[config.mk]
export PLATFORM = sky130hd
export DESIGN_NAME = mdsp_port
export DESIGN_NICKNAME = d
export VERILOG_FILES = /design/src/mdsp_pkg.sv /design/src/mdsp_frame_if.sv /design/src/mdsp_sync.sv /design/src/mdsp_shift.sv /design/src/mdsp_port.sv
export SDC_FILE = /design/constraint.sdc
export NUM_CORES = 1
export LEC_CHECK = 0
export ABC_AREA = 1
export CAP_MARGIN = 10
export CORE_ASPECT_RATIO = 0.6
export CORE_MARGIN = 1
export CORE_UTILIZATION = 35
export DETAILED_ROUTE_END_ITERATION = 16
export DONT_BUFFER_PORTS = 1
export HOLD_SLACK_MARGIN = 0.08
export SLEW_MARGIN = 20
export SYNTH_ARGS = -nofsm -noshare
export SYNTH_HDL_FRONTEND = slang
export SYNTH_HIERARCHICAL = 1
export SYNTH_SLANG_ARGS = --single-unit
export TNS_END_PERCENT = 50
[constraint.sdc]
create_clock -name clk_sys_in -period 4.3 [get_ports clk_sys_in]
set_clock_uncertainty 0.1 [all_clocks]
set_input_delay 0.215 -clock clk_sys_in [delete_from_list [all_inputs] [get_ports clk_sys_in]]
set_output_delay 0.215 -clock clk_sys_in [all_outputs]
set_load 0.02 [all_outputs]
[src/mdsp_pkg.sv]
// Functional notes
// - command word: 16 bits, 6-bit address, data byte
// - reply: status byte then register data byte
// - deselected: ignore clock/data, output released
// - sample on falling, shift out on rising
// - most significant bit first both ways
// - not 16 clocks: framing error, word dropped
// - write returns register's previous value
// - power-up and sleep restore register defaults
// - layout: rw 15, address 14:9, parity 8
// - rw flag zero writes, one reads
// - whole word must have even parity
// - read returns addressed register contents
// - early select release latches clock framing fault
// - address above 0xC latches address fault
// - summary bit 3 low after power-on reset
// - summary bit 5: any serial fault
// - summary bit 1: thermal warning or shutdown
// - summary bit 0: any device fault
// - summary bit 6: buck regulator fault
// - summary bit 2 overvoltage, bit 4 overcurrent
// - short sleep pulse clears faults, keeps settings
// - sleep disables the serial port
// - parity failure sets second status bit 2
//
// constants shared by the serial status port modules
// assumes a 50 MHz system clock
package mdsp_pkg;
  // ********************
  // timing
  // ********************
  localparam int CLK_NS = 20;
  localparam int T_SLEEP_NS = 100000; // low time that means sleep
  localparam int SLEEP_CYC = (T_SLEEP_NS + CLK_NS - 1) / CLK_NS;
  localparam int SLP_W = 24;
  // ********************
  // word layout
  // ********************
  localparam int WORD_W = 16;
  localparam int BYTE_W = 8;
  localparam int ADDR_W = 6;
  localparam int RW_BIT = 15;
  localparam int ADDR_HI = 14;
  localparam int ADDR_LO = 9;
  localparam logic CMD_WRITE = 1'b0;
  localparam logic [4:0] RX_FULL = 5'h10;
  localparam logic [4:0] ADDR_READY = 5'h07;
  localparam logic [4:0] CNT_SAT = 5'h11;
  localparam logic [3:0] TOP_IDX = 4'hF;
  // ********************
  // register map
  // ********************
  localparam logic [5:0] ADDR_IC = 6'h00;
  localparam logic [5:0] ADDR_ST1 = 6'h01;
  localparam logic [5:0] ADDR_ST2 = 6'h02;
  localparam logic [5:0] ADDR_CTRL_LO = 6'h03;
  localparam logic [5:0] ADDR_MAX = 6'h0C;
  localparam int CTRL_N = 10;
  localparam logic [5:0] ADDR_CLR = 6'h03;
  localparam logic [7:0] CLR_MASK = 8'h01;
  localparam logic [7:0] CTRL_RST = 8'h00;
  localparam logic [7:0] STAT_RST = 8'h00;
  // summary register bits
  localparam int IC_FAULT = 0;
  localparam int IC_THERM = 1;
  localparam int IC_OVERV = 2;
  localparam int IC_POR_ABSENT = 3;
  localparam int IC_OVERC = 4;
  localparam int IC_SPI = 5;
  localparam int IC_BUCK = 6;
  // second status register bits
  localparam int ST2_ADDR = 0;
  localparam int ST2_SCLK = 1;
  localparam int ST2_PAR = 2;
  localparam int ST2_HW_LO = 3;
  localparam int ST2_HW_HI = 6;
endpackage : mdsp_pkg

[src/mdsp_frame_if.sv]
// frame signals between the serial engine and the register core
// assumes both ends run on the system clock
`timescale 1ns/10ps
`default_nettype none
interface mdsp_frame_if;
  import mdsp_pkg::*;
  logic [7:0] status_byte;
  logic [7:0] rd_data;
  logic [5:0] rx_addr;
  logic [4:0] bit_cnt;
  logic [15:0] rx_word;
  logic start;
  logic done;
  modport engine(input status_byte, rd_data,
    output rx_addr, bit_cnt, rx_word, start, done);
  modport core(output status_byte, rd_data,
    input rx_addr, bit_cnt, rx_word, start, done);
endinterface : mdsp_frame_if
`default_nettype wire

[src/mdsp_sync.sv]
// two-stage synchroniser for pins from outside the clock domain
// assumes inputs are asynchronous levels
`timescale 1ns/10ps
`default_nettype none
module mdsp_sync #(
  parameter int W = 1
) (
  input wire logic clk_sys_in,
  input wire logic rst_n_in,
  input wire logic [W-1:0] d_in,
  output logic [W-1:0] q_out
);
  logic [W-1:0] meta_r;
  // first stage feeds only the second
  always_ff @(posedge clk_sys_in or negedge rst_n_in) begin
    if (!rst_n_in) begin
      meta_r <= '0;
      q_out <= '0;
    end else begin
      meta_r <= d_in;
      q_out <= meta_r;
    end
  end
endmodule : mdsp_sync
`default_nettype wire

[src/mdsp_shift.sv]
// serial engine: bit counter, receive and transmit shifters
// assumes synchronised pin levels on the system clock
`timescale 1ns/10ps
`default_nettype none
module mdsp_shift import mdsp_pkg::*; (
  input wire logic clk_sys_in,
  input wire logic rst_n_in,
  input wire logic sclk_in,
  input wire logic cs_n_in,
  input wire logic sdi_in,
  input wire logic awake_in,
  mdsp_frame_if.engine fr,
  output logic sdo_out,
  output logic sdo_oe_out
);
  logic sclk_d_r, act_d_r;
  logic [4:0] cnt_r;
  logic [15:0] rx_r;
  logic [7:0] stat_r, data_r;
  // ********************
  // edge detection
  // ********************
  // deselected or asleep: clock edges are not seen
  wire active = !cs_n_in && awake_in;
  wire start = active && !act_d_r;
  wire stop = !active && act_d_r;
  wire fall = active && sclk_d_r && !sclk_in;
  wire rise = active && !sclk_d_r && sclk_in;
  wire [15:0] tx_w = {stat_r, data_r};
  wire [3:0] tx_idx = TOP_IDX - cnt_r[3:0];
  // ********************
  // shifters
  // ********************
  always_ff @(posedge clk_sys_in or negedge rst_n_in) begin
    if (!rst_n_in) begin
      sclk_d_r <= 1'b0;
      act_d_r <= 1'b0;
    end else begin
      sclk_d_r <= sclk_in;
      act_d_r <= active;
    end
  end
  // counter saturates so long frames stay flagged
  always_ff @(posedge clk_sys_in or negedge rst_n_in) begin
    if (!rst_n_in) begin
      cnt_r <= '0;
    end else if (start) begin
      cnt_r <= '0;
    end else if (fall && cnt_r != CNT_SAT) begin
      cnt_r <= cnt_r + 5'h01;
    end
  end
  always_ff @(posedge clk_sys_in or negedge rst_n_in) begin
    if (!rst_n_in) begin
      rx_r <= '0;
    end else if (fall) begin
      rx_r <= {rx_r[14:0], sdi_in};
    end
  end
  // status latched at select, data once the address is in
  always_ff @(posedge clk_sys_in or negedge rst_n_in) begin
    if (!rst_n_in) begin
      stat_r <= STAT_RST;
      data_r <= STAT_RST;
    end else if (start) begin
      stat_r <= fr.status_byte;
    end else if (cnt_r == ADDR_READY) begin
      data_r <= fr.rd_data;
    end
  end
  // first bit appears at select, the rest move on rising edges
  always_ff @(posedge clk_sys_in or negedge rst_n_in) begin
    if (!rst_n_in) begin
      sdo_out <= 1'b0;
    end else if (start) begin
      sdo_out <= fr.status_byte[7];
    end else if (rise && cnt_r != '0 && cnt_r < RX_FULL) begin
      sdo_out <= tx_w[tx_idx];
    end
  end
  assign sdo_oe_out = act_d_r;
  assign fr.rx_addr = rx_r[ADDR_W-1:0];
  assign fr.bit_cnt = cnt_r;
  assign fr.rx_word = rx_r;
  assign fr.start = start;
  assign fr.done = stop;
endmodule : mdsp_shift
`default_nettype wire

[src/mdsp_port.sv]
// top of the serial configuration and status port
// assumes fault sources are levels on the system clock;
// frame select, serial clock, data and sleep pins are asynchronous
`timescale 1ns/10ps
`default_nettype none
module mdsp_port import mdsp_pkg::*; #(
  parameter int SLEEP_CYCLES = SLEEP_CYC
) (
  input wire logic clk_sys_in,
  input wire logic rst_n_in,
  input wire logic frame_select_n_in,
  input wire logic sclk_in,
  input wire logic sdi_in,
  input wire logic sleep_control_n_in,
  input wire logic [7:0] bridge_status_in,
  input wire logic [3:0] supply_status_in,
  input wire logic overcurrent_in,
  input wire logic overvoltage_in,
  input wire logic thermal_warn_in,
  input wire logic thermal_shut_in,
  input wire logic buck_fault_in,
  input wire logic vm_por_in,
  output logic sdo_out,
  output logic sdo_oe_out,
  output logic asleep_out,
  output logic clear_faults_out,
  output logic [CTRL_N*8-1:0] ctrl_flat_out
);
  typedef enum logic [1:0] {SL_AWAKE, SL_PULSE, SL_ASLEEP} mdsp_sleep_e;

  // ********************
  // pin synchronisers
  // ********************
  // select and sleep enter inverted so the synchroniser's reset value is
  // their idle level; otherwise the first edges after reset would look
  // like a cut frame and a short sleep pulse
  logic sclk_s, sel_s, sdi_s, sleep_req_s;
  wire cs_n_s = !sel_s;
  wire slp_s = !sleep_req_s;
  mdsp_sync #(
    .W(4)
  ) u_sync (
    .clk_sys_in(clk_sys_in),
    .rst_n_in(rst_n_in),
    .d_in({sclk_in, !frame_select_n_in, sdi_in, !sleep_control_n_in}),
    .q_out({sclk_s, sel_s, sdi_s, sleep_req_s})
  );

  // ********************
  // sleep pin handling
  // ********************
  mdsp_sleep_e sl_state_r, sl_state_nxt;
  logic [SLP_W-1:0] low_cnt_r;
  wire slp_limit = low_cnt_r == SLP_W'(SLEEP_CYCLES - 1);
  // a short low pulse is a fault clear, a long one is sleep
  wire pulse_clear = sl_state_r == SL_PULSE && slp_s;
  wire asleep = sl_state_r == SL_ASLEEP;
  wire awake = !asleep;

  always_comb begin
    sl_state_nxt = sl_state_r;
    unique case (sl_state_r)
      SL_AWAKE: begin
        if (!slp_s) begin
          sl_state_nxt = SL_PULSE;
        end
      end
      SL_PULSE: begin
        if (slp_s) begin
          sl_state_nxt = SL_AWAKE;
        end else if (slp_limit) begin
          sl_state_nxt = SL_ASLEEP;
        end
      end
      SL_ASLEEP: begin
        if (slp_s) begin
          sl_state_nxt = SL_AWAKE;
        end
      end
    endcase
  end

  always_ff @(posedge clk_sys_in or negedge rst_n_in) begin
    if (!rst_n_in) begin
      sl_state_r <= SL_AWAKE;
    end else begin
      sl_state_r <= sl_state_nxt;
    end
  end

  // low-time counter restarts each time the pin falls
  always_ff @(posedge clk_sys_in or negedge rst_n_in) begin
    if (!rst_n_in) begin
      low_cnt_r <= '0;
    end else if (sl_state_r != SL_PULSE) begin
      low_cnt_r <= '0;
    end else if (!slp_limit) begin
      low_cnt_r <= low_cnt_r + SLP_W'(1);
    end
  end

  // ********************
  // serial engine
  // ********************
  mdsp_frame_if fr ();
  mdsp_shift u_shift (
    .clk_sys_in(clk_sys_in),
    .rst_n_in(rst_n_in),
    .sclk_in(sclk_s),
    .cs_n_in(cs_n_s),
    .sdi_in(sdi_s),
    .awake_in(awake),
    .fr(fr),
    .sdo_out(sdo_out),
    .sdo_oe_out(sdo_oe_out)
  );

  // ********************
  // frame checking
  // ********************
  wire [5:0] w_addr = fr.rx_word[ADDR_HI:ADDR_LO];
  wire [7:0] w_data = fr.rx_word[BYTE_W-1:0];
  wire w_rw = fr.rx_word[RW_BIT];
  // wrong clock count makes every other check moot
  wire frm_err = fr.done && fr.bit_cnt != RX_FULL;
  // odd count of ones over all sixteen bits is a failure
  wire par_err = fr.done && !frm_err && ^fr.rx_word;
  wire adr_err = fr.done && !frm_err && !par_err
    && w_addr > ADDR_MAX;
  wire frame_ok = fr.done && !frm_err && !par_err && !adr_err;
  wire is_ctrl = w_addr >= ADDR_CTRL_LO && w_addr <= ADDR_MAX;
  // status registers are read-only, writes to them are dropped
  wire wr_ok = frame_ok && w_rw == CMD_WRITE && is_ctrl;
  wire clr_cmd = wr_ok && w_addr == ADDR_CLR
    && (w_data & CLR_MASK) != 8'h00;
  wire clear = clr_cmd || pulse_clear;
  wire [3:0] wr_idx = 4'(w_addr - ADDR_CTRL_LO);
  // the clear bit never stays set, it is a command
  wire [7:0] wr_val = (w_addr == ADDR_CLR) ? (w_data & ~CLR_MASK)
    : w_data;

  // ********************
  // latched link faults
  // ********************
  logic sclk_flt_r, adr_flt_r, par_flt_r, por_absent_r;
  // a new fault in the clearing cycle still latches
  always_ff @(posedge clk_sys_in or negedge rst_n_in) begin
    if (!rst_n_in) begin
      sclk_flt_r <= 1'b0;
      adr_flt_r <= 1'b0;
      par_flt_r <= 1'b0;
    end else if (asleep) begin
      sclk_flt_r <= 1'b0;
      adr_flt_r <= 1'b0;
      par_flt_r <= 1'b0;
    end else begin
      sclk_flt_r <= frm_err || (sclk_flt_r && !clear);
      adr_flt_r <= adr_err || (adr_flt_r && !clear);
      par_flt_r <= par_err || (par_flt_r && !clear);
    end
  end

  // power-on flag reads low until a clear command or a short sleep pulse clears faults
  always_ff @(posedge clk_sys_in or negedge rst_n_in) begin
    if (!rst_n_in) begin
      por_absent_r <= 1'b0;
    end else if (asleep || vm_por_in) begin
      por_absent_r <= 1'b0;
    end else if (clear) begin
      por_absent_r <= 1'b1;
    end
  end

  // ********************
  // control registers
  // ********************
  logic [7:0] ctrl_r [CTRL_N];
  // old value reaches the reply before the write lands at frame end
  always_ff @(posedge clk_sys_in or negedge rst_n_in) begin
    if (!rst_n_in) begin
      for (int i = 0; i < CTRL_N; i++) begin
        ctrl_r[i] <= CTRL_RST;
      end
    end else if (asleep) begin
      for (int i = 0; i < CTRL_N; i++) begin
        ctrl_r[i] <= CTRL_RST;
      end
    end else if (wr_ok) begin
      ctrl_r[wr_idx] <= wr_val;
    end
  end

  always_comb begin
    for (int i = 0; i < CTRL_N; i++) begin
      ctrl_flat_out[i*8 +: 8] = ctrl_r[i];
    end
  end

  // ********************
  // status registers
  // ********************
  wire link_flt = sclk_flt_r || adr_flt_r || par_flt_r;
  wire therm_flt = thermal_warn_in || thermal_shut_in;
  wire any_flt = link_flt || therm_flt || overvoltage_in || overcurrent_in
    || buck_fault_in || (|bridge_status_in)
    || (|supply_status_in);
  wire [7:0] ic_stat = {1'b0, buck_fault_in, link_flt, overcurrent_in,
    por_absent_r, overvoltage_in, therm_flt, any_flt};
  wire [7:0] st2_stat = {1'b0, supply_status_in, par_flt_r, sclk_flt_r,
    adr_flt_r};
  wire [5:0] rd_addr = fr.rx_addr;
  wire rd_ctrl = rd_addr >= ADDR_CTRL_LO && rd_addr <= ADDR_MAX;
  wire [3:0] rd_idx = 4'(rd_addr - ADDR_CTRL_LO);
  // unknown addresses answer zero
  wire [7:0] rd_ctl_val = rd_ctrl ? ctrl_r[rd_idx] : 8'h00;
  wire [7:0] rd_val = (rd_addr == ADDR_IC) ? ic_stat
    : (rd_addr == ADDR_ST1) ? bridge_status_in
    : (rd_addr == ADDR_ST2) ? st2_stat
    : rd_ctl_val;

  assign fr.status_byte = ic_stat;
  assign fr.rd_data = rd_val;
  assign asleep_out = asleep;
  assign clear_faults_out = clear;
endmodule : mdsp_port
`default_nettype wire

==> key figures <==
Outcome
  – Status: finished, violations left
  – Violated checks: design-rule violations

STA
  – Slew of the pin with the lowest slew margin: 0.957 ns
  – Minimum clock period: between 3 and 4 ns
  – RSZ-0062 raised after global routing: no
  – # setup viols final: 0
  – Fin. Hold Viols: 0
  – Setup ws final: 0.319 ns
  – Max-slew headroom: 0.362
  – Final slew viol count: 0
  – Fin Setup TNS: 0 ns
  – Maximum clock frequency: 251 MHz
  – Period utilization: 0.926

Die
  – Core area: around 24,000 µm²
  – Io pins: around 110
  – Die H: 125 µm
  – Die Area: between 20,000 and 30,000 µm²
  – Die X: about 210 µm
  – Initial Util: 0.360
  – Row count: between 40 and 50

Cells and area
  – Share of cells above drive strength 1: 0.102
  – Final std cells w/o fill: 1,504
  – Area Growth Syn to Fin: 12.3%
  – Inserted Diodes: 0
  – Final nets: 1,205
  – Fill cells: between 2,000 and 3,000
  – Register area: 3960 µm²
  – Multi-input logic area: ~4200 µm²

Route
  – Drt wl/cell: between 15 and 20 µm
  – DR vias/cell: 5.27
  – Final WL: approximately 27,000 µm
  – ANT nets after route: 0
  – Drt first pass iters: 13
  – Initial DRC count: 793
  – Via count: between 7,000 and 8,000
  – Drt drc: 8

Critical path
  – CP top delay family: buffers and inverters
  – CP bufs+invs: 3
  – Worst Path Arrival: around 4.2 ns
  – FF-to-FF End: u_shift/data_r[5]
  – Critical Path Fanout Max: 18
  – Crit path top cell by count: nand2_1
  – Crit path largest cell delay: around 0.84 ns
  – Worst EP required: ~4.5 ns
  – FF-to-FF Start: u_shift/fr.rx_word[1]
  – Critical-path top delay cell: ha_1
  – R2R depth: 13
  – Critical path class: reg -> reg
  – Reg2reg setup slack: about 0.32 ns
  – Cell Chain, Critical Path: inv_1 > ha_1 > clkinvlp_4 > a21oi_1 > a22o_1 > o211ai_1 > nand3_1 > nand2_1 > nand2_1 > dlygate4sd3_1 > nand2_1 > nor2_2 > a21oi_2
  – CP endpoint kind: register
  – Setup crit start kind: register

Global routing
  – GRT Residual Overflow: 0
  – Vias in the first global route: approximately 7,200
  – Global-route wire length before repair: between 40,000 and 50,000 µm
  – Gr usage total: 0.219
  – Pin count of the biggest net entering global routing: 159
  – Initial antenna violation count: 0

Logic synthesis
  – Seq cells post-synth: 158
  – YS warnings: 6
  – Dominant synthesized flop cell: dfrtp_1
  – Synth unique cells: between 50 and 60
  – Asr flop ratio synth: 1.00
  – Mapped Cells: about 1,200
  – Cell area after synthesis: between 8000 and 9000 µm²
  – Syn_nets: around 1,200
  – Register area share after synthesis: 0.449
  – Post-Syn Area per Cell: between 7 and 8 µm²
  – Post-synth EDFFs: 0

Place
  – Hpwl dp: between 15,000 and 20,000 µm
  – Buffers on Ports: 0
  – Placer congestion estimate: 0.870
  – Placed Cells: about 1,400
  – Pre-CTS setup slack: between 0.6 and 0.7 ns

Clock tree
  – TritonCTS Buffers: 17
  – Clock Latency Late Sink: approximately 0.45 ns
  – CTS sink cnt: ~160
  – H-tree depth: 4
  – CTS clk-pin slew, worst paths: roughly 0.06 ns
  – CTS Root Cell: clkbuf_16
  – Clock buffer depth: 2
  – CTS tree: done

Worst hold path
  – Hold_sp: bridge_status_in[6]
  – Hold EP: u_shift/data_r[6]
  – Worst Hold Class: in -> reg
  – Hold Path Depth: 4

Job
  – Max cap viols: 0

Pwr
  – VDD IR max: ~280 µV
  – Clock power frac: 0.296
  – Leakage: just under 5 nW
  – Sw Share: 0.424
  – P_int: 2.89 mW
  – PwrDens: 508 nW/µm²
  – Sequential Power Share: 0.345
  – Net Sw Power: ~2.1 mW
  – Logic pwr share: 0.359
-- state kept, by name, indices dropped and copies added, names as in the netlist, 2 cells and up --
name	cells
ctrl_flat_out	80
low_cnt_r	24
sl_state_r	2
u_shift/data_r	8
u_shift/fr.bit_cnt	5
u_shift/fr.rx_word	16
u_shift/stat_r	8
u_sync/meta_r	4
u_sync/q_out	4
-- worst max path at each step --
stage | from | end | slack (ns) | depth (start not counted)
after floorplan | u_shift/fr.rx_word[0] | u_shift/data_r[2] | 1.61 | 16
after global placement | u_shift/fr.rx_word[0] | u_shift/data_r[2] | 0.66 | 11
after detailed placement | u_shift/fr.rx_word[0] | u_shift/data_r[1] | 0.69 | 12
after CTS | u_shift/fr.rx_word[0] | u_shift/data_r[5] | 0.23 | 13
after global routing | u_shift/fr.rx_word[0] | u_shift/data_r[5] | 0.09 | 13
final | u_shift/fr.rx_word[1] | u_shift/data_r[5] | 0.32 | 13
-- per-layer routing --
metal | share of wire | up-vias | global-route usage
met5 | 0 | - | 0
met4 | 0.016 | 0 | 0.0649
met3 | 0.12 | 36 | 0.0816
met2 | 0.38 | 340 | 0.272
met1 | 0.48 | 3750 | 0.337
li1 | - | 3793 | -
-- worst register-to-register path, cell delays in order (launching register included) --
cell and delay (ns):
dfrtp_1 0.52, inv_1 0.15, ha_1 0.84, clkinvlp_4 0.63, a21oi_1 0.27, a22o_1 0.16, o211ai_1 0.08, nand3_1 0.20
nand2_1 0.07, nand2_1 0.06, dlygate4sd3_1 0.55, nand2_1 0.06, nor2_2 0.11, a21oi_2 0.04
-- cells by family (layout without fill, tap and decap cells) --
group,after synthesis,after routing,share of synthesized area
other,1,1,0.000426
AO/OA/AOI/OAI,132,132,0.0868
AND/OR/NAND/NOR,686,686,0.356
multiplexers,7,7,0.00797
buffers and inverters,157,183,0.0788
XOR/XNOR,3,3,0.00384
adder cells (fa/ha/maj),12,12,0.0171
flip-flops,158,158,0.449
-- per-stage QoR --
| stage | power, mW | hold WS [ns] | area (µm²) | utilization |
|---|---|---|---|---|
| after floorplan | 2.98 | -0.181 | 8800 | - |
| after global placement | 3.44 | -0.170 | 9030 | 0.370 |
| after detailed placement | 3.45 | -0.169 | 9030 | 0.370 |
| after CTS | 5.01 | 0.0907 | 9870 | 0.404 |
| after global routing | 5.32 | 0.130 | 9880 | 0.404 |
| final | 5.02 | 0.109 | 9880 | 0.404 |
-- placed cells by master (no fill, tap or decap), drive strengths merged, types with 3 or more instances in the layout --
cell type | netlist | routed
ha | 12 | 12
dlygate4sd3 | 0 | 24
nor3 | 22 | 22
a22oi | 3 | 3
inv | 107 | 109
nand3 | 163 | 163
dfrtp | 158 | 158
o21ai | 59 | 59
a31oi | 4 | 4
nor4 | 7 | 7
nand2 | 407 | 407
clkinv | 12 | 20
a21oi | 49 | 49
nor2 | 74 | 74
clkinvlp | 0 | 4
mux2i | 7 | 7
clkbuf | 13 | 17
buf | 25 | 8
o211ai | 7 | 7
nand4 | 10 | 10
xor2 | 3 | 3
-- cell usage after synthesis, types with 10 or more instances --
cell      number  area (µm²)
nor2_2        13        81.3
a21oi_1       40         200
clkbuf_1      13        48.8
dfrtp_1      158        3950
ha_1          12         150
nor3_1        20         100
nand2_2       10        62.6
nor2_1        57         214
o21ai_1       16        80.1
nand3_1      151         756
o21ai_0       43         215
inv_1         96         360
nand2_1      395        1480
-- power by group through the flow --
stage	combinational [mW]	sequential, mW	clock (mW)
global placement	1.68	1.75	0
global route	2.00	1.75	1.58
detailed placement	1.69	1.76	0
finish	1.80	1.73	1.48
floorplan	1.29	1.69	0
CTS	1.76	1.73	1.52
-- layout make-up --
cell class,count,area share
well taps,322,0.0408
repair buffers,32,0.0324
clock inverters,15,0.0143
multi-input cells,841,0.421
clock buffers,17,0.0431
inverters,119,0.0484
flip-flops and latches,158,0.400
-- repair_timing --
item	in CTS	in global routing
hold buffers	25	0
setup endpoints to repair	0	1
gates resized for setup	0	1
hold endpoints to repair	176	0
setup buffers	0	0
Power figures use the tool's default switching activity.
